$ cat config.mk
export PLATFORM = sky130hd
export DESIGN_NAME = rss_selector
export DESIGN_NICKNAME = d
export VERILOG_FILES = /design/src/pkg/rss_pkg.sv /design/src/rtl/rss_cmpx.sv /design/src/rtl/rss_chan_check.sv /design/src/rtl/rss_selector.sv
export VERILOG_INCLUDE_DIRS = /design/src /design/src/pkg
export SDC_FILE = /design/constraint.sdc
export NUM_CORES = 1
export LEC_CHECK = 0
export ABC_AREA = 1
export BUFFER_PORTS_ARGS = -buffer_cell sky130_fd_sc_hd__buf_4
export CAP_MARGIN = 0
export CORE_UTILIZATION = 50
export CTS_CLUSTER_DIAMETER = 60
export DETAILED_ROUTE_END_ITERATION = 12
export PLACE_DENSITY = 0.69
export SLEW_MARGIN = 30
export SYNTH_ARGS = -nofsm -noshare
export SYNTH_HDL_FRONTEND = slang
export SYNTH_SLANG_ARGS = --single-unit
$ cat constraint.sdc
create_clock -name clk_sys -period 13.5 [get_ports clk_sys]
set_input_delay 1.35 -clock clk_sys [delete_from_list [all_inputs] [get_ports clk_sys]]
set_output_delay 1.35 -clock clk_sys [all_outputs]
set_load 0.005 [all_outputs]
$ cat src/pkg/rss_defines.svh
// Purpose: register offsets, field positions and reset values of the selector
// Assumes: included by bare name, definitions only
// Notes: byte addresses on a 32-bit AXI4-Lite slave
`ifndef RSS_DEFINES_SVH
`define RSS_DEFINES_SVH

// ----------------------------------------------------------------
// register offsets
// ----------------------------------------------------------------
`define RSS_AW 8
`define RSS_OFF_CTRL 8'h00
`define RSS_OFF_RANGE_LO 8'h04
`define RSS_OFF_RANGE_HI 8'h08
`define RSS_OFF_STALE 8'h0C
`define RSS_OFF_STATUS 8'h10
`define RSS_OFF_NOTIFY 8'h14
`define RSS_OFF_VALUE 8'h18

// ----------------------------------------------------------------
// field positions
// ----------------------------------------------------------------
`define RSS_CTRL_NIN_LSB 0
`define RSS_CTRL_NIN_MSB 2
`define RSS_CTRL_SEL_BIT 4
`define RSS_CTRL_RUN_BIT 8
`define RSS_ST_GOOD_LSB 0
`define RSS_ST_MANUAL_BIT 8
`define RSS_ST_ALERT_BIT 9
`define RSS_ST_METH_LSB 12
`define RSS_ST_NIN_LSB 16

// ----------------------------------------------------------------
// reset values and constants
// ----------------------------------------------------------------
`define RSS_CTRL_RST 32'h0000_0104
`define RSS_RANGE_LO_RST 32'h0000_0000
`define RSS_RANGE_HI_RST 32'hFFFF_FFFF
`define RSS_STALE_RST 32'h0000_03E8
`define RSS_NIN_MIN 3'h2
`define RSS_NIN_MAX 3'h4
`define RSS_RESP_OKAY 2'h0
`define RSS_RESP_SLVERR 2'h2

`endif

$ cat src/pkg/rss_pkg.sv
// Purpose: shared types of the redundant signal selector
// Assumes: constants live in rss_defines.svh
// Notes: method codes are visible in the status register
package rss_pkg;

  // how the control value is formed this cycle
  typedef enum logic [2:0] {
    RSS_M_MANUAL = 3'h0,
    RSS_M_SINGLE = 3'h1,
    RSS_M_MEAN2 = 3'h2,
    RSS_M_MED3 = 3'h3,
    RSS_M_MED4 = 3'h4,
    RSS_M_OPSEL = 3'h5
  } rss_method_t;

endpackage : rss_pkg

$ cat src/rtl/rss_cmpx.sv
// Purpose: one compare-exchange stage of the ranking network
// Assumes: keys compare as unsigned numbers
// Notes: purely combinational
`timescale 1ns/1ps
module rss_cmpx #(
  parameter int KW = 19
) (
  input wire logic [KW-1:0] key_a,
  input wire logic [KW-1:0] key_b,
  output logic [KW-1:0] key_lo,
  output logic [KW-1:0] key_hi
);

  // smaller key to the low side
  wire swap = key_b < key_a;
  assign key_lo = swap ? key_b : key_a;
  assign key_hi = swap ? key_a : key_b;

endmodule : rss_cmpx

$ cat src/rtl/rss_chan_check.sv
// Purpose: hold one channel's latest sample and judge it good or bad
// Assumes: samples arrive synchronous to clk_sys with a valid strobe
// Notes: bad when unused, flagged bad by link, bypassed, out of range or stale
`timescale 1ns/1ps
module rss_chan_check #(
  parameter int DW = 16,
  parameter int TW = 16
) (
  input wire logic clk_sys,
  input wire logic sys_rst,
  input wire logic ce,
  input wire logic used,
  input wire logic smp_valid,
  input wire logic [DW-1:0] smp_data,
  input wire logic smp_ok,
  input wire logic bypass,
  input wire logic [DW-1:0] range_lo,
  input wire logic [DW-1:0] range_hi,
  input wire logic [TW-1:0] stale_limit,
  output logic good,
  output logic [DW-1:0] value
);

  logic [DW-1:0] val_reg;
  logic ok_reg;
  logic seen_reg;
  logic [TW-1:0] age_reg;

  // latch sample, age it while no new one comes
  always_ff @(posedge clk_sys) begin
    if (sys_rst) begin
      val_reg <= '0;
      ok_reg <= 1'b0;
      seen_reg <= 1'b0;
      age_reg <= '0;
    end else if (ce) begin
      if (smp_valid) begin
        val_reg <= smp_data;
        ok_reg <= smp_ok;
        seen_reg <= 1'b1;
        age_reg <= '0;
      end else if (age_reg != {TW{1'b1}}) begin
        age_reg <= age_reg + 1'b1;
      end
    end
  end

  // quality and validation checks
  wire in_range = (val_reg >= range_lo) && (val_reg <= range_hi);
  wire fresh = age_reg <= stale_limit;
  assign good = used && seen_reg && ok_reg && !bypass && in_range && fresh;
  assign value = val_reg;

endmodule : rss_chan_check

$ cat src/rtl/rss_selector.sv
// Purpose: redundant-channel selector forming one control value
// Assumes: up to four redundant protection_system channels on one-way links
// Notes: registers over AXI4-Lite; clock enable ce freezes everything
//
// Functional notes
// every input is judged good or bad before selection
// four good inputs give the median of four
// an input turning bad raises an operator notification
// two-input mode, both good: operator-chosen input is passed
// two-input mode, one good: that input is passed
// two-input mode, none good: loop goes to manual control
// three good inputs: middle of lowest, middle, highest is passed
// three-input mode, one bad: mean of the two good inputs
// three-input mode, two bad: the single good input
// three-input mode, all bad: manual control and operator alert
// four-input mode, one bad: handled by the three-input method
// four-input mode, two bad: mean of two remaining good inputs
// four-input mode, one good: that input is passed
// four-input mode, all bad: manual control and operator alert
// far side sends data over isolated one-way links only
// far side trips on two of four channels
// median of four is mean of middle two, ties by channel index
`timescale 1ns/1ps
`include "rss_defines.svh"
module rss_selector #(
  parameter int DW = 16,
  parameter int TW = 16
) (
  input wire logic clk_sys,
  input wire logic sys_rst,
  input wire logic ce,
  input wire logic [3:0] pv_valid,
  input wire logic [4*DW-1:0] pv_data,
  input wire logic [3:0] pv_ok,
  input wire logic [3:0] pv_bypass,
  output logic [DW-1:0] ctrl_value,
  output logic ctrl_valid,
  output logic ctrl_manual,
  output logic op_alert,
  output logic op_notify,
  input wire logic [`RSS_AW-1:0] s_axi_awaddr,
  input wire logic [2:0] s_axi_awprot,
  input wire logic s_axi_awvalid,
  output logic s_axi_awready,
  input wire logic [31:0] s_axi_wdata,
  input wire logic [3:0] s_axi_wstrb,
  input wire logic s_axi_wvalid,
  output logic s_axi_wready,
  output logic [1:0] s_axi_bresp,
  output logic s_axi_bvalid,
  input wire logic s_axi_bready,
  input wire logic [`RSS_AW-1:0] s_axi_araddr,
  input wire logic [2:0] s_axi_arprot,
  input wire logic s_axi_arvalid,
  output logic s_axi_arready,
  output logic [31:0] s_axi_rdata,
  output logic [1:0] s_axi_rresp,
  output logic s_axi_rvalid,
  input wire logic s_axi_rready
);

  localparam int KW = DW + 3;

  // ----------------------------------------------------------------
  // register state
  // ----------------------------------------------------------------
  logic [31:0] ctrl_reg;
  logic [31:0] lo_reg;
  logic [31:0] hi_reg;
  logic [31:0] stale_reg;
  logic [3:0] notify_reg;
  logic [3:0] notify_next;
  logic [3:0] good_prev_reg;
  logic aw_held_reg;
  logic [`RSS_AW-1:0] aw_addr_reg;
  logic w_held_reg;
  logic [31:0] w_data_reg;
  logic [3:0] w_strb_reg;
  logic bvalid_reg;
  logic [1:0] bresp_reg;
  logic rvalid_reg;
  logic [31:0] rdata_reg;
  logic [1:0] rresp_reg;
  logic [DW-1:0] value_reg;
  logic valid_reg;
  logic manual_reg;
  logic alert_reg;
  logic notify_pulse_reg;
  rss_pkg::rss_method_t method_reg;

  // ----------------------------------------------------------------
  // configuration decode
  // ----------------------------------------------------------------
  wire [2:0] nin_raw = ctrl_reg[`RSS_CTRL_NIN_MSB:`RSS_CTRL_NIN_LSB];
  wire [2:0] nin = (nin_raw < `RSS_NIN_MIN) ? `RSS_NIN_MIN :
                   (nin_raw > `RSS_NIN_MAX) ? `RSS_NIN_MAX : nin_raw;
  wire op_sel = ctrl_reg[`RSS_CTRL_SEL_BIT];
  wire run = ctrl_reg[`RSS_CTRL_RUN_BIT];
  wire [3:0] used = {nin > 3'h3, nin > 3'h2, 1'b1, 1'b1};

  // ----------------------------------------------------------------
  // channel checks
  // ----------------------------------------------------------------
  logic [3:0] good;
  logic [DW-1:0] ch_val [4];

  // one checker per channel, good/bad before any selection
  for (genvar i = 0; i < 4; i++) begin : g_chan
    rss_chan_check #(
      .DW(DW),
      .TW(TW)
    ) u_check (
      .clk_sys(clk_sys),
      .sys_rst(sys_rst),
      .ce(ce),
      .used(used[i]),
      .smp_valid(pv_valid[i]),
      .smp_data(pv_data[i*DW +: DW]),
      .smp_ok(pv_ok[i]),
      .bypass(pv_bypass[i]),
      .range_lo(lo_reg[DW-1:0]),
      .range_hi(hi_reg[DW-1:0]),
      .stale_limit(stale_reg[TW-1:0]),
      .good(good[i]),
      .value(ch_val[i])
    );
  end

  // ----------------------------------------------------------------
  // ranking network
  // ----------------------------------------------------------------
  // key: bad flag on top pushes bad inputs last; index breaks ties
  wire [KW-1:0] k0 = {~good[0], ch_val[0], 2'h0};
  wire [KW-1:0] k1 = {~good[1], ch_val[1], 2'h1};
  wire [KW-1:0] k2 = {~good[2], ch_val[2], 2'h2};
  wire [KW-1:0] k3 = {~good[3], ch_val[3], 2'h3};
  logic [KW-1:0] a0, a1, a2, a3, b0, b1, b2, b3, s1, s2;

  // five compare-exchange stages sort four keys ascending
  rss_cmpx #(.KW(KW)) u_c0 (.key_a(k0), .key_b(k1), .key_lo(a0), .key_hi(a1));
  rss_cmpx #(.KW(KW)) u_c1 (.key_a(k2), .key_b(k3), .key_lo(a2), .key_hi(a3));
  rss_cmpx #(.KW(KW)) u_c2 (.key_a(a0), .key_b(a2), .key_lo(b0), .key_hi(b2));
  rss_cmpx #(.KW(KW)) u_c3 (.key_a(a1), .key_b(a3), .key_lo(b1), .key_hi(b3));
  rss_cmpx #(.KW(KW)) u_c4 (.key_a(b1), .key_b(b2), .key_lo(s1), .key_hi(s2));

  wire [DW-1:0] low_v = b0[KW-2:2];
  wire [DW-1:0] mid1_v = s1[KW-2:2];
  wire [DW-1:0] mid2_v = s2[KW-2:2];

  // ----------------------------------------------------------------
  // selection
  // ----------------------------------------------------------------
  wire [2:0] n_good = {2'h0, good[0]} + {2'h0, good[1]} + {2'h0, good[2]} +
                      {2'h0, good[3]};
  wire [DW:0] sum_low = {1'b0, low_v} + {1'b0, mid1_v};
  wire [DW:0] sum_mid = {1'b0, mid1_v} + {1'b0, mid2_v};
  wire [DW-1:0] mean_low = sum_low[DW:1];
  wire [DW-1:0] mean_mid = sum_mid[DW:1];
  wire [DW-1:0] op_val = ch_val[op_sel];
  wire two_mode = nin == `RSS_NIN_MIN;

  rss_pkg::rss_method_t meth;
  logic [DW-1:0] sel_val;

  // pick the method from the count of good inputs
  always_comb begin
    meth = rss_pkg::RSS_M_MANUAL;
    sel_val = value_reg;
    case (n_good)
      3'h4: begin
        meth = rss_pkg::RSS_M_MED4;
        sel_val = mean_mid;
      end
      3'h3: begin
        meth = rss_pkg::RSS_M_MED3;
        sel_val = mid1_v;
      end
      3'h2: begin
        if (two_mode) begin
          meth = rss_pkg::RSS_M_OPSEL;
          sel_val = op_val;
        end else begin
          meth = rss_pkg::RSS_M_MEAN2;
          sel_val = mean_low;
        end
      end
      3'h1: begin
        meth = rss_pkg::RSS_M_SINGLE;
        sel_val = low_v;
      end
      default: begin
        meth = rss_pkg::RSS_M_MANUAL;
        sel_val = value_reg;
      end
    endcase
  end

  wire no_good = n_good == 3'h0;
  wire go_manual = no_good || !run;

  // control value; last value is held while manual
  always_ff @(posedge clk_sys) begin
    if (sys_rst) begin
      value_reg <= '0;
      valid_reg <= 1'b0;
      manual_reg <= 1'b1;
      alert_reg <= 1'b0;
      method_reg <= rss_pkg::RSS_M_MANUAL;
    end else if (ce) begin
      value_reg <= go_manual ? value_reg : sel_val;
      valid_reg <= !go_manual;
      manual_reg <= go_manual;
      alert_reg <= run && no_good;
      method_reg <= go_manual ? rss_pkg::RSS_M_MANUAL : meth;
    end
  end

  // ----------------------------------------------------------------
  // bad-input notification
  // ----------------------------------------------------------------
  wire wr_go = aw_held_reg && w_held_reg && !bvalid_reg;
  wire [3:0] bad_evt = good_prev_reg & ~good & used;
  wire notify_hit = wr_go && (aw_addr_reg == `RSS_OFF_NOTIFY) && w_strb_reg[0];
  wire [3:0] notify_clr = notify_hit ? w_data_reg[3:0] : 4'h0;
  assign notify_next = (notify_reg & ~notify_clr) | bad_evt;

  // sticky per-channel flags, set wins over clear
  always_ff @(posedge clk_sys) begin
    if (sys_rst) begin
      good_prev_reg <= 4'h0;
      notify_reg <= 4'h0;
      notify_pulse_reg <= 1'b0;
    end else if (ce) begin
      good_prev_reg <= good;
      notify_reg <= notify_next;
      notify_pulse_reg <= |bad_evt;
    end
  end

  // ----------------------------------------------------------------
  // AXI4-Lite write channel
  // ----------------------------------------------------------------
  assign s_axi_awready = ce && !aw_held_reg && !bvalid_reg;
  assign s_axi_wready = ce && !w_held_reg && !bvalid_reg;
  wire aw_take = s_axi_awvalid && s_axi_awready;
  wire w_take = s_axi_wvalid && s_axi_wready;
  wire wa_ctrl = aw_addr_reg == `RSS_OFF_CTRL;
  wire wa_lo = aw_addr_reg == `RSS_OFF_RANGE_LO;
  wire wa_hi = aw_addr_reg == `RSS_OFF_RANGE_HI;
  wire wa_stale = aw_addr_reg == `RSS_OFF_STALE;
  wire wa_ro = (aw_addr_reg == `RSS_OFF_STATUS) ||
               (aw_addr_reg == `RSS_OFF_NOTIFY) ||
               (aw_addr_reg == `RSS_OFF_VALUE);
  wire wa_hit = wa_ctrl || wa_lo || wa_hi || wa_stale || wa_ro;

  // byte-lane merge of write data
  function automatic logic [31:0] merge(input logic [31:0] old_v,
                                        input logic [31:0] new_v,
                                        input logic [3:0] strb);
    logic [31:0] res;
    res = old_v;
    for (int b = 0; b < 4; b++) begin
      if (strb[b]) begin
        res[8*b +: 8] = new_v[8*b +: 8];
      end
    end
    return res;
  endfunction : merge

  // address and data taken in either order, response after both
  always_ff @(posedge clk_sys) begin
    if (sys_rst) begin
      aw_held_reg <= 1'b0;
      aw_addr_reg <= '0;
      w_held_reg <= 1'b0;
      w_data_reg <= 32'h0000_0000;
      w_strb_reg <= 4'h0;
      bvalid_reg <= 1'b0;
      bresp_reg <= `RSS_RESP_OKAY;
    end else if (ce) begin
      if (aw_take) begin
        aw_held_reg <= 1'b1;
        aw_addr_reg <= s_axi_awaddr;
      end
      if (w_take) begin
        w_held_reg <= 1'b1;
        w_data_reg <= s_axi_wdata;
        w_strb_reg <= s_axi_wstrb;
      end
      if (wr_go) begin
        aw_held_reg <= 1'b0;
        w_held_reg <= 1'b0;
        bvalid_reg <= 1'b1;
        bresp_reg <= wa_hit ? `RSS_RESP_OKAY : `RSS_RESP_SLVERR;
      end else if (bvalid_reg && s_axi_bready) begin
        bvalid_reg <= 1'b0;
      end
    end
  end

  // software-writable configuration
  always_ff @(posedge clk_sys) begin
    if (sys_rst) begin
      ctrl_reg <= `RSS_CTRL_RST;
      lo_reg <= `RSS_RANGE_LO_RST;
      hi_reg <= `RSS_RANGE_HI_RST;
      stale_reg <= `RSS_STALE_RST;
    end else if (ce && wr_go) begin
      if (wa_ctrl) ctrl_reg <= merge(ctrl_reg, w_data_reg, w_strb_reg);
      if (wa_lo) lo_reg <= merge(lo_reg, w_data_reg, w_strb_reg);
      if (wa_hi) hi_reg <= merge(hi_reg, w_data_reg, w_strb_reg);
      if (wa_stale) stale_reg <= merge(stale_reg, w_data_reg, w_strb_reg);
    end
  end

  // ----------------------------------------------------------------
  // AXI4-Lite read channel
  // ----------------------------------------------------------------
  assign s_axi_arready = ce && !rvalid_reg;
  wire ar_take = s_axi_arvalid && s_axi_arready;

  wire [31:0] status_word = ({28'h0, good} << `RSS_ST_GOOD_LSB) |
                            ({31'h0, manual_reg} << `RSS_ST_MANUAL_BIT) |
                            ({31'h0, alert_reg} << `RSS_ST_ALERT_BIT) |
                            ({29'h0, method_reg} << `RSS_ST_METH_LSB) |
                            ({29'h0, nin} << `RSS_ST_NIN_LSB);
  wire ra_ctrl = s_axi_araddr == `RSS_OFF_CTRL;
  wire ra_lo = s_axi_araddr == `RSS_OFF_RANGE_LO;
  wire ra_hi = s_axi_araddr == `RSS_OFF_RANGE_HI;
  wire ra_stale = s_axi_araddr == `RSS_OFF_STALE;
  wire ra_status = s_axi_araddr == `RSS_OFF_STATUS;
  wire ra_notify = s_axi_araddr == `RSS_OFF_NOTIFY;
  wire ra_value = s_axi_araddr == `RSS_OFF_VALUE;
  wire ra_hit = ra_ctrl || ra_lo || ra_hi || ra_stale || ra_status ||
                ra_notify || ra_value;
  wire [31:0] rd_mux = ra_ctrl ? ctrl_reg :
                       ra_lo ? lo_reg :
                       ra_hi ? hi_reg :
                       ra_stale ? stale_reg :
                       ra_status ? status_word :
                       ra_notify ? {28'h0, notify_reg} :
                       ra_value ? {{(32-DW){1'b0}}, value_reg} : 32'h0000_0000;

  // read data latched at address acceptance
  always_ff @(posedge clk_sys) begin
    if (sys_rst) begin
      rvalid_reg <= 1'b0;
      rdata_reg <= 32'h0000_0000;
      rresp_reg <= `RSS_RESP_OKAY;
    end else if (ce) begin
      if (ar_take) begin
        rvalid_reg <= 1'b1;
        rdata_reg <= rd_mux;
        rresp_reg <= ra_hit ? `RSS_RESP_OKAY : `RSS_RESP_SLVERR;
      end else if (rvalid_reg && s_axi_rready) begin
        rvalid_reg <= 1'b0;
      end
    end
  end

  // ----------------------------------------------------------------
  // outputs
  // ----------------------------------------------------------------
  assign s_axi_bvalid = bvalid_reg;
  assign s_axi_bresp = bresp_reg;
  assign s_axi_rvalid = rvalid_reg;
  assign s_axi_rdata = rdata_reg;
  assign s_axi_rresp = rresp_reg;
  assign ctrl_value = value_reg;
  assign ctrl_valid = valid_reg;
  assign ctrl_manual = manual_reg;
  assign op_alert = alert_reg;
  assign op_notify = notify_pulse_reg;

endmodule : rss_selector

Yosys cells after proc, flatten, opt, wreduce, memory -nomap -nowiden
Cells that the tools add are included.
Widths: inputs -> output; s select.
{"block": "word_totals", "wordCells": 270, "reg_bits": 379}
{"block": "classes", "n_bitwise": 16, "eq_ne": 21, "n_mux": 45, "addsub": 9, "order_cmp": 22, "n_reduce_logical": 107}
{"cell": "$mux 16", "count": 13}
{"cell": "$mux 19", "count": 7}
{"cell": "$le 16x16->1", "count": 8}
{"cell": "$mux 32", "count": 4}
{"cell": "$lt 19x19->1", "count": 5}
{"cell": "$add 16x1->16 const B", "count": 4}
{"cell": "$ge 16x16->1", "count": 4}
{"cell": "$ne 16x16->1 const B", "count": 4}
{"cell": "$pmux 16 s4", "count": 1}
{"cell": "$mux 18", "count": 3}
{"cell": "$reduce_and 3->1", "count": 17}
{"cell": "$eq 8x5->1 const B", "count": 6}
{"cell": "$logic_and 1x1->1", "count": 38}
{"cell": "$add 16x16->17", "count": 2}
{"cell": "$bmux 16 s2", "count": 1}
{"cell": "$eq 8x4->1 const B", "count": 4}
{"cell": "$reduce_and 2->1", "count": 16}
{"cell": "$or 15x19->19", "count": 1}
{"cell": "$eq 8x3->1 const B", "count": 2}
{"cell": "$logic_not 8->1", "count": 2}
{"cell": "$reduce_bool 2->1", "count": 8}
{"cell": "$or 10x15->15", "count": 1}
{"cell": "$logic_or 1x1->1", "count": 13}
{"cell": "$and 4x4->4", "count": 3}
{"cell": "other kinds (25)", "count": 53}

Depth between registers and ports, before layout
Gate-level depths: netlist of run 1.
{"block": "depth", "word_depth": 19, "ltp_mapped": 79, "ltp_nobuf": 72}

Modules after synthesis
From an unflattened synthesis of run 1, not the netlist that was laid out.
{"block": "unflattened", "cells_unflattened": 4472, "hier_area_um2": 29000.3}
{"mod": "rss_selector", "area_per_inst_um2": 11917.7, "cells_per_inst": 1669, "seq_area_each_um2": 4824.6, "n_inst": 1}
{"mod": "rss_chan_check (g_chan[0].u_check ...)", "area_per_inst_um2": 2805.2, "cells_per_inst": 430, "seq_area_each_um2": 680.7, "n_inst": 3}
{"mod": "rss_cmpx", "area_per_inst_um2": 1173.6, "cells_per_inst": 217, "seq_area_each_um2": 0.0, "n_inst": 5}
{"mod": "rss_chan_check (g_chan[3].u_check)", "area_per_inst_um2": 2798.9, "cells_per_inst": 428, "seq_area_each_um2": 680.7, "n_inst": 1}

Worst setup path after synthesis of run 1
OpenSTA, ideal clock, no wires.
{"block": "synth_timing", "path_type": "register to register", "start": "register g_chan[0].u_check.val_reg[0]", "end": "register value_reg[13] (netlist: ctrl_value[13])", "stages_incl_launch_ff": 75, "required_time_ns": 13.391, "arrival_ns": 8.702, "setup_ns": 0.109, "setup_slack_ns": 4.689, "path_cell_list": "dfxtp_1 inv_1 ha_1 inv_1 a21boi_0 o21a_1 o21ai_0 nand2_1 a21oi_1 nor2_1 o211ai_1 nand2_1 a21oi_1 o21ai_0 nand3_1 inv_1 ha_1 nand2_1 (+39 left out) a211oi_1 or2_2 nand2_1 a21oi_1 nor2_1 o21ai_0 nand2_1 nand2_1 nand2_1 a21oi_1 o21ai_0 nand3_1 nand2_1 xor2_1 o211ai_1 nand4_1 nand2_1 inv_1"}
{"block": "synth_via", "elab_chain_len": 14, "word_cells_on_any_way": 33, "classes_between": "5 x add/sub; 6 x order compare; 4 x eq/ne; 9 x mux; 2 x bitwise; 7 x reduce/logical"}
{"element": "start, declared", "line_no": "rss_chan_check.sv:24", "rtl": "logic [DW-1:0] val_reg;"}
{"element": "start signal, assigned", "line_no": "rss_chan_check.sv:38", "rtl": "val_reg <= smp_data;"}
{"element": "$ge 16x16->1 or $le 16x16->1 (tied branches)", "line_no": "rss_chan_check.sv:49", "rtl": "wire in_range = (val_reg >= range_lo) && (val_reg <= range_hi);"}
{"element": "$logic_and 1x1->1 (*)", "line_no": "rss_chan_check.sv:49"}
{"element": "$logic_and 1x1->1 (*) (2 in series)", "line_no": "rss_chan_check.sv:51", "rtl": "assign good = used && seen_reg && ok_reg && !bypass && in_range && fresh;"}
{"element": "net g_chan[0].u_check.good", "line_no": "rss_chan_check.sv:20", "rtl": "output logic good,"}
{"element": "$not 1->1", "line_no": "rss_selector.sv:133", "rtl": "wire [KW-1:0] k0 = {~good[0], ch_val[0], 2'h0};"}
{"element": "$lt 19x19->1", "line_no": "rss_cmpx.sv:15", "rtl": "wire swap = key_b < key_a;"}
{"element": "$mux 19 (on tied branches)", "line_no": "rss_cmpx.sv:16, rss_cmpx.sv:17"}
{"element": "$lt 19x19->1", "line_no": "rss_cmpx.sv:15"}
{"element": "$mux 19 (on tied branches)", "line_no": "rss_cmpx.sv:17, rss_cmpx.sv:16"}
{"element": "$lt 19x19->1", "line_no": "rss_cmpx.sv:15"}
{"element": "$mux 18", "line_no": "rss_cmpx.sv:16", "rtl": "assign key_lo = swap ? key_b : key_a;"}
{"element": "$add 16x16->17", "line_no": "rss_selector.sv:155", "rtl": "wire [DW:0] sum_low = {1'b0, low_v} + {1'b0, mid1_v};"}
{"element": "$mux 16", "line_no": "rss_selector.sv:179", "rtl": "if (two_mode) begin"}
{"element": "$pmux 16 s4", "line_no": "rss_selector.sv:169", "rtl": "case (n_good)"}
{"element": "end signal, assigned", "line_no": "rss_selector.sv:210", "rtl": "value_reg <= go_manual ? value_reg : sel_val;"}
{"element": "end, declared", "line_no": "rss_selector.sv:84", "rtl": "logic [DW-1:0] value_reg;"}
Mark *: on every way through the listed nets, which the timed path passes. The rest lies on a longest branch.
A chain may end at the register's enable or synchronous reset.

Worst setup path after layout of run 1
{"block": "layout_timing", "start": "register lo_reg[1]", "end": "register value_reg[11] (netlist: ctrl_value[11])"}
{"block": "layout_via", "elab_chain_len": 14, "word_cells_on_any_way": 50, "classes_between": "5 x add/sub; 9 x order compare; 4 x eq/ne; 11 x mux; 5 x bitwise; 16 x reduce/logical"}
{"element": "start, declared", "line_no": "rss_selector.sv:68", "rtl": "logic [31:0] lo_reg;"}
{"element": "start signal, assigned", "line_no": "rss_selector.sv:305", "rtl": "lo_reg <= `RSS_RANGE_LO_RST;"}
{"element": "start signal, assigned", "line_no": "rss_selector.sv:310", "rtl": "if (wa_lo) lo_reg <= merge(lo_reg, w_data_reg, w_strb_reg);"}
{"element": "$ge 16x16->1 (*)", "line_no": "rss_chan_check.sv:49"}
{"element": "$logic_and 1x1->1 (*)", "line_no": "rss_chan_check.sv:49"}
{"element": "$logic_and 1x1->1 (*) (2 in series)", "line_no": "rss_chan_check.sv:51"}
{"element": "net g_chan[2].u_check.good", "line_no": "rss_chan_check.sv:20"}
{"element": "$not 1->1", "line_no": "rss_selector.sv:135", "rtl": "wire [KW-1:0] k2 = {~good[2], ch_val[2], 2'h2};"}
{"element": "$lt 19x19->1", "line_no": "rss_cmpx.sv:15"}
{"element": "$mux 19 (on tied branches)", "line_no": "rss_cmpx.sv:16, rss_cmpx.sv:17"}
{"element": "$lt 19x19->1", "line_no": "rss_cmpx.sv:15"}
{"element": "$mux 19 (on tied branches)", "line_no": "rss_cmpx.sv:17, rss_cmpx.sv:16"}
{"element": "$lt 19x19->1", "line_no": "rss_cmpx.sv:15"}
{"element": "$mux 18", "line_no": "rss_cmpx.sv:16"}
{"element": "$add 16x16->17", "line_no": "rss_selector.sv:155"}
{"element": "$mux 16", "line_no": "rss_selector.sv:179"}
{"element": "$pmux 16 s4", "line_no": "rss_selector.sv:169"}
Marked as above.

==> results.sh, run 1 <==
export IMPL_status="finished, final reports clean"
export IMPL_die_area_mm2=0.0498
export IMPL_diodes=0
export IMPL_drt_iter0_markers=2247
export IMPL_drt_total_wl_mm=86.1
export IMPL_routedWlPerCell_um=20.3
export IMPL_port_buffers=194
export IMPL_timing_rr_end="ctrl_value[11]$_SDFFE_PP0P_"
export IMPL_cts_resized=0
export IMPL_dp_cells=4171
export IMPL_synth_distinct_cells=58
export IMPL_drive_above_1_share_pct=9.32
export IMPL_finalHoldWorstSlack_ns=0.465
export IMPL_antenna_found_initial=1
export IMPL_grt_overflow=0
export IMPL_r2r_slack_ns=1.70
export IMPL_cts_root_buffer="clkbuf_16"
export IMPL_die_w_um=223
export IMPL_yosysTopAreaCell="dfxtp_1"
export IMPL_powerDensity_mw_per_mm2=127
export IMPL_crit_slowest_cell="o21ai_0"
export IMPL_cp_endpoint="ctrl_value[11]$_SDFFE_PP0P_"
export IMPL_slew_headroom_pct=35.9
export IMPL_drc=0
export IMPL_cpMostUsedCell="nand2_1"
export IMPL_clk_latency_ns=0.62
export IMPL_fin_cells=4251
export IMPL_netlist_instances=3474
export IMPL_grt_pass1_wl_mm=131
export IMPL_grt_max_degree=91
export IMPL_async_flop_share_pct=0
export IMPL_finalSetupViolCount=0
export IMPL_layout_nets=4058
export IMPL_timing_final_crit_share_pct=87.4
export IMPL_start_kind="flip-flop"
export IMPL_drtPass1Iterations=7
export IMPL_ctsLongestPathBuffers=3
export IMPL_hold_class="reg -> reg"
export IMPL_cp_required_ns=13.99
export IMPL_syn_to_final_growth_pct=14.0
export IMPL_fin_ws_ns=1.70
export IMPL_dp_hpwl_mm=65.6
export IMPL_synth_seq_cells=377
export IMPL_synth_area_leaders="dfxtp_1 (31%), ha_1 (16%), nand2_1 (10%), o21ai_0 (8.1%), a21oi_1 (8.1%)"
export IMPL_critPathMaxFanout=65
export IMPL_cts_made_buffers=44
export IMPL_crit_path_end_kind="flip-flop"
export IMPL_clock_sinks=377
export IMPL_synth_area_mm2=0.0245
export IMPL_fin_tns_setup_ns=0
export IMPL_synth_edff_count=0
export IMPL_max_freq_ghz=0.0847
export IMPL_fin_crit_ns=11.80
export IMPL_drv_cap=0
export IMPL_hold_viol_final=0
export IMPL_leakage_nw=12.6
export IMPL_die_y_um=223
export IMPL_rows=80
export IMPL_r2r_start="lo_reg[1]$_SDFFE_PP0P_"
export IMPL_synth_main_ff_cell="dfxtp_1"
export IMPL_start_util_pct=51.0
export IMPL_gp_congestion=0.983
export IMPL_synth_top_cell_area_share_pct=30.9
export IMPL_holdBufCountCts=0
export IMPL_postCtsSetupRepairBufs=0
export IMPL_fin_total_pwr_mw=3.54
export IMPL_ios=203
export IMPL_core_mm2=0.0479
export IMPL_dp_slack_ns=1.69
export IMPL_htreeDepth=2
export IMPL_irDropWorstVdd_uv=94.9
export IMPL_num_vias=24700
export IMPL_worstSetupStartpoint="lo_reg[1]$_SDFFE_PP0P_"
export IMPL_vias_per_cell=5.81
export IMPL_cp_slowest_stage_delay_ns=0.90
export IMPL_reg2reg_depth=61
export IMPL_antenna_left=0
export IMPL_grt_pass1_vias=23400
export IMPL_synth_avg_cell_area_um2=7.04
export IMPL_cts_tree="done"
export IMPL_synth_seq_area_share_pct=30.9
export IMPL_groute_usage_overall_pct=34.1
export IMPL_arrival_ns=12.29
export IMPL_tightest_slew_ns=0.951
export IMPL_path_class="reg -> reg"
export IMPL_grt_setup_unrepaired="no"
export IMPL_path_clk_slew_ns=0.06
export IMPL_slew_violations=0
export IMPL_finClkSkew_ns=0.0214
export IMPL_yosysWarnings=0
[layout by cell type (no fill, tap or decap), types with 5 or more instances in the layout]
| cell | synthesis | routed |
|---|---|---|
| a211oi_1 | 58 | 58 |
| nor3_1 | 57 | 56 |
| inv_1 | 463 | 462 |
| o2111ai_1 | 19 | 19 |
| o21ai_0 | 396 | 396 |
| a21boi_0 | 5 | 5 |
| o21ai_1 | 10 | 10 |
| a221oi_1 | 11 | 11 |
| a21o_1 | 9 | 9 |
| o21a_1 | 12 | 12 |
| o211ai_1 | 62 | 62 |
| nor4_1 | 8 | 8 |
| clkbuf_8 | 0 | 13 |
| a31oi_1 | 12 | 12 |
| clkbuf_16 | 0 | 44 |
| o21bai_1 | 8 | 8 |
| nor2_1 | 234 | 222 |
| dfxtp_1 | 377 | 377 |
| buf_4 | 3 | 211 |
| clkinv_2 | 0 | 6 |
| nand3b_1 | 5 | 5 |
| a21oi_1 | 394 | 394 |
| xor2_1 | 12 | 12 |
| ha_1 | 311 | 311 |
| nand2_1 | 681 | 679 |
| nor2_2 | 3 | 14 |
| nand4_1 | 52 | 52 |
| nand3_1 | 65 | 65 |
| nand2_2 | 15 | 16 |
| o221ai_1 | 12 | 12 |
[metrics by stage]
step                instance area [µm²]  util, %
floorplan                         24500        -
global placement                  26300     54.8
detailed placement                26300     54.9
CTS                               27900     58.1
global route                      27900     58.2
finish                            27900     58.2
[cells by family after synthesis]
family,Yosys count,synth area share [%]
AOI/OAI and AO/OA,1040,24.1
xor gates and xnor gates,15,0.537
adders and majority gates,314,16.2
buffers and inverters,599,9.43
DFF,377,30.9
other,1,0.0153
and+or+nand+nor,1128,18.9
[cell type report]
type / count / area (µm²)
Sequential cell: 377 / 7550
Tap cell: 615 / 769
Clock buffer: 60 / 1290
Multi-Input combinational cell: 2499 / 14700
Inverter: 469 / 1770
Fill cell: 4423 / 20100
Timing Repair Buffer: 211 / 1580
Clock inverter: 20 / 260
[synthesized netlist by cell type (4+ instances only)]
library cell	n
o21a_1	12
a32o_1	4
o21ai_2	4
nand2_2	15
nor3_1	57
a31oi_1	12
clkbuf_1	108
a221oi_1	11
a21boi_0	5
o221ai_1	12
o31ai_1	4
dfxtp_1	377
buf_2	13
a21oi_1	394
a211oi_1	58
nand4_1	52
o21ai_1	10
ha_1	311
nor2_1	234
nand2_1	681
o211ai_1	62
o2111ai_1	19
buf_6	4
inv_1	463
or2_2	4
a21o_1	9
xor2_1	12
nand3b_1	5
nor4_1	8
o21ai_0	396
o21bai_1	8
nand3_1	65
[worst min path at each step]
stage | startpoint | cells after the start | slack (ns) | endpoint
floorplan | w_strb_reg[1]$_SDFFE_PP0P_ | 2 | 0.43 | w_strb_reg[1]$_SDFFE_PP0P_
global placement | w_strb_reg[2]$_SDFFE_PP0P_ | 2 | 0.44 | w_strb_reg[2]$_SDFFE_PP0P_
detailed placement | w_strb_reg[1]$_SDFFE_PP0P_ | 2 | 0.45 | w_strb_reg[1]$_SDFFE_PP0P_
CTS | w_strb_reg[1]$_SDFFE_PP0P_ | 2 | 0.46 | w_strb_reg[1]$_SDFFE_PP0P_
global route | s_axi_rdata[23]$_SDFFE_PP0P_ | 2 | 0.49 | s_axi_rdata[23]$_SDFFE_PP0P_
finish | s_axi_rdata[27]$_SDFFE_PP0P_ | 2 | 0.47 | s_axi_rdata[27]$_SDFFE_PP0P_
[critical path: cells and delay by family, from the launching register on]
family / cells / cell delay (ns)
compound gates: 22 / 4.80
fa+ha+maj: 5 / 1.73
buf+inv: 5 / 0.99
flops: 1 / 0.32
simple gates: 29 / 3.78
[routing by layer]
| metal | vias up | GRT usage (%) | wire length [µm] |
|---|---|---|---|
| li1 | 12100 | - | - |
| met1 | 11500 | 42.8 | 35400 |
| met2 | 943 | 56.6 | 39500 |
| met3 | 232 | 3.74 | 5960 |
| met4 | 2 | 20.1 | 5290 |
| met5 | - | 0 | 11 |
[where the power goes]
group / leakage, nW / internal [mW] / total [mW] / switching, mW
Combinational: 8.81 / 0.355 / 1.09 / 0.735
Clock: 0.764 / 0.740 / 1.27 / 0.530
Sequential: 3.07 / 1.14 / 1.18 / 0.0402
Total: 12.6 / 2.24 / 3.54 / 1.30
No activity file was read; power rests on OpenSTA's default activity.
==> inputs of run 2 (changes only) <==
- clock period: 13.5 -> 11.39 ns (I/O delays scaled with it)
==> results.sh, run 2 (synthesis gave the netlist of run 1 again) <==
export IMPL_dp_hpwl_mm=66.4
export IMPL_worst_path_buf_inv=5
export IMPL_htreeDepth=2
export IMPL_rows=80
export IMPL_dpl_cell_area_mm2=0.0268
export IMPL_vias_per_cell=5.81
export IMPL_grt_pass1_vias=23700
export IMPL_drt_iter0_markers=1911
export IMPL_routedWlPerCell_um=20.2
export IMPL_core_mm2=0.0479
export IMPL_status="finished, final reports clean"
export IMPL_die_w_um=223
export IMPL_groute_usage_overall_pct=34.5
export IMPL_irDropWorstVdd_uv=111
export IMPL_fin_area_mm2=0.0284
export IMPL_cts_tree="done"
export IMPL_mostFrequentLayoutCells="nand2_1 (680), inv_1 (462), o21ai_0 (396), a21oi_1 (393), dfxtp_1 (377)"
export IMPL_path_class="reg -> reg"
export IMPL_crit_path_end_kind="flip-flop"
export IMPL_hold_viol_final=0
export IMPL_drt_total_wl_mm=87.1
export IMPL_leakage_nw=13.0
export IMPL_syn_to_final_growth_pct=16.2
export IMPL_start_util_pct=51.0
export IMPL_critical_path_top_delay_family="simple AND/OR/NAND/NOR gates"
export IMPL_antenna_left=0
export IMPL_ios=203
export IMPL_grt_pass1_wl_mm=133
export IMPL_cp_required_ns=11.85
export IMPL_tightest_slew_ns=1.02
export IMPL_finalSetupViolCount=0
export IMPL_final_common_cell="nand2_1"
export IMPL_critPathMaxFanout=41
export IMPL_gp_congestion=1.01
export IMPL_finClkSkew_ns=0.0432
export IMPL_port_buffers=194
export IMPL_fin_crit_ns=10.30
export IMPL_ctsLongestPathBuffers=3
export IMPL_timing_final_crit_share_pct=90.4
export IMPL_grt_setup_unrepaired="no"
export IMPL_drtPass1Iterations=8
export IMPL_fin_tns_setup_ns=0
export IMPL_layout_nets=4127
export IMPL_arrival_ns=10.76
export IMPL_cpMostUsedCell="nand2_1"
export IMPL_cp_slowest_stage_delay_ns=0.51
export IMPL_finalHoldWorstSlack_ns=0.459
export IMPL_die_area_mm2=0.0498
export IMPL_grt_overflow=0
export IMPL_die_y_um=223
export IMPL_path_clk_slew_ns=0.06
export IMPL_slew_violations=0
export IMPL_max_freq_ghz=0.0971
export IMPL_antenna_found_initial=3
export IMPL_drc=0
export IMPL_holdBufCountCts=0
export IMPL_start_kind="flip-flop"
export IMPL_grt_max_degree=82
export IMPL_powerDensity_mw_per_mm2=153
export IMPL_clock_sinks=377
export IMPL_drv_cap=0
export IMPL_cts_made_buffers=44
export IMPL_drive_above_1_share_pct=11.1
export IMPL_hold_class="reg -> reg"
export IMPL_num_vias=25100
export IMPL_slew_headroom_pct=31.6
export IMPL_cts_root_buffer="clkbuf_16"
export IMPL_clk_latency_ns=0.61
export IMPL_crit_slowest_cell="dfxtp_1"
[run 2: cell count changes in the layout (fill, tap and decap cells not counted), sizes merged]
cell	before	now
buf	211	280
clkinv	11	16
clkbuf	60	57
inv	473	470
bufinv	3	4
clkinvlp	2	3
diode	0	1
[run 2: per-stage QoR]
stage / utilization [%] / power (mW) / setup slack (ns) / instances
after floorplan: - / 2.36 / 2.58 / 3475
final: 59.3 / 4.35 / 1.09 / 4322
after global routing: 59.3 / 4.59 / 0.0629 / 4321
after global placement: 56.0 / 2.82 / 1.01 / 4240
after detailed placement: 56.0 / 2.85 / 0.849 / 4240
after CTS: 59.2 / 4.33 / 0.759 / 4321
[run 2: final timing paths]
| path | slack, ns | cells past startpoint | start | to |
|---|---|---|---|---|
| worst max register to register | 1.09 | 63 | lo_reg[0]$_SDFFE_PP0P_ | ctrl_value[11]$_SDFFE_PP0P_ |
| worst min register to register | 0.46 | 2 | w_strb_reg[1]$_SDFFE_PP0P_ | w_strb_reg[1]$_SDFFE_PP0P_ |
| worst min-delay path | 0.46 | 2 | w_strb_reg[1]$_SDFFE_PP0P_ | w_strb_reg[1]$_SDFFE_PP0P_ |
| worst max-delay path | 1.09 | 63 | lo_reg[0]$_SDFFE_PP0P_ | ctrl_value[11]$_SDFFE_PP0P_ |
[run 2: per-layer routing]
| metal | global-route usage (%) | up-vias | part of all wire, % |
|---|---|---|---|
| met2 | 57.1 | 988 | 46 |
| li1 | - | 12200 | - |
| met1 | 43.3 | 11700 | 41 |
| met5 | 0 | - | 0.015 |
| met4 | 18.7 | 2 | 5.7 |
| met3 | 4.90 | 222 | 7.1 |
[run 2: timing repair]
action	4_1_cts	5_1_grt
gates resized for setup	0	4
setup buffers	0	0
endpoints found under the setup margin	0	4
[run 2: final cells by class]
type / instances / area [µm²]
antenna: 1 / 2.50
clock buffer: 57 / 1240
clock inverter: 24 / 297
fill: 4489 / 19500
inverter: 469 / 1770
multi-input combinational: 2499 / 14700
sequential: 377 / 7550
tap: 615 / 769
timing repair buffer: 280 / 2130
[run 2: power breakdown]
group / switching, mW / total (mW) / internal (mW) / leakage [nW]
clock network: 0.619 / 1.49 / 0.871 / 0.755
logic: 0.910 / 1.46 / 0.547 / 9.16
registers: 0.0443 / 1.40 / 1.36 / 3.07
total: 1.57 / 4.35 / 2.77 / 13.0
[run 2: worst min-delay path, cell delays in order, from the launching register on]
cell and delay (ns):
dfxtp_1 0.29, inv_1 0.06, a21oi_1 0.06
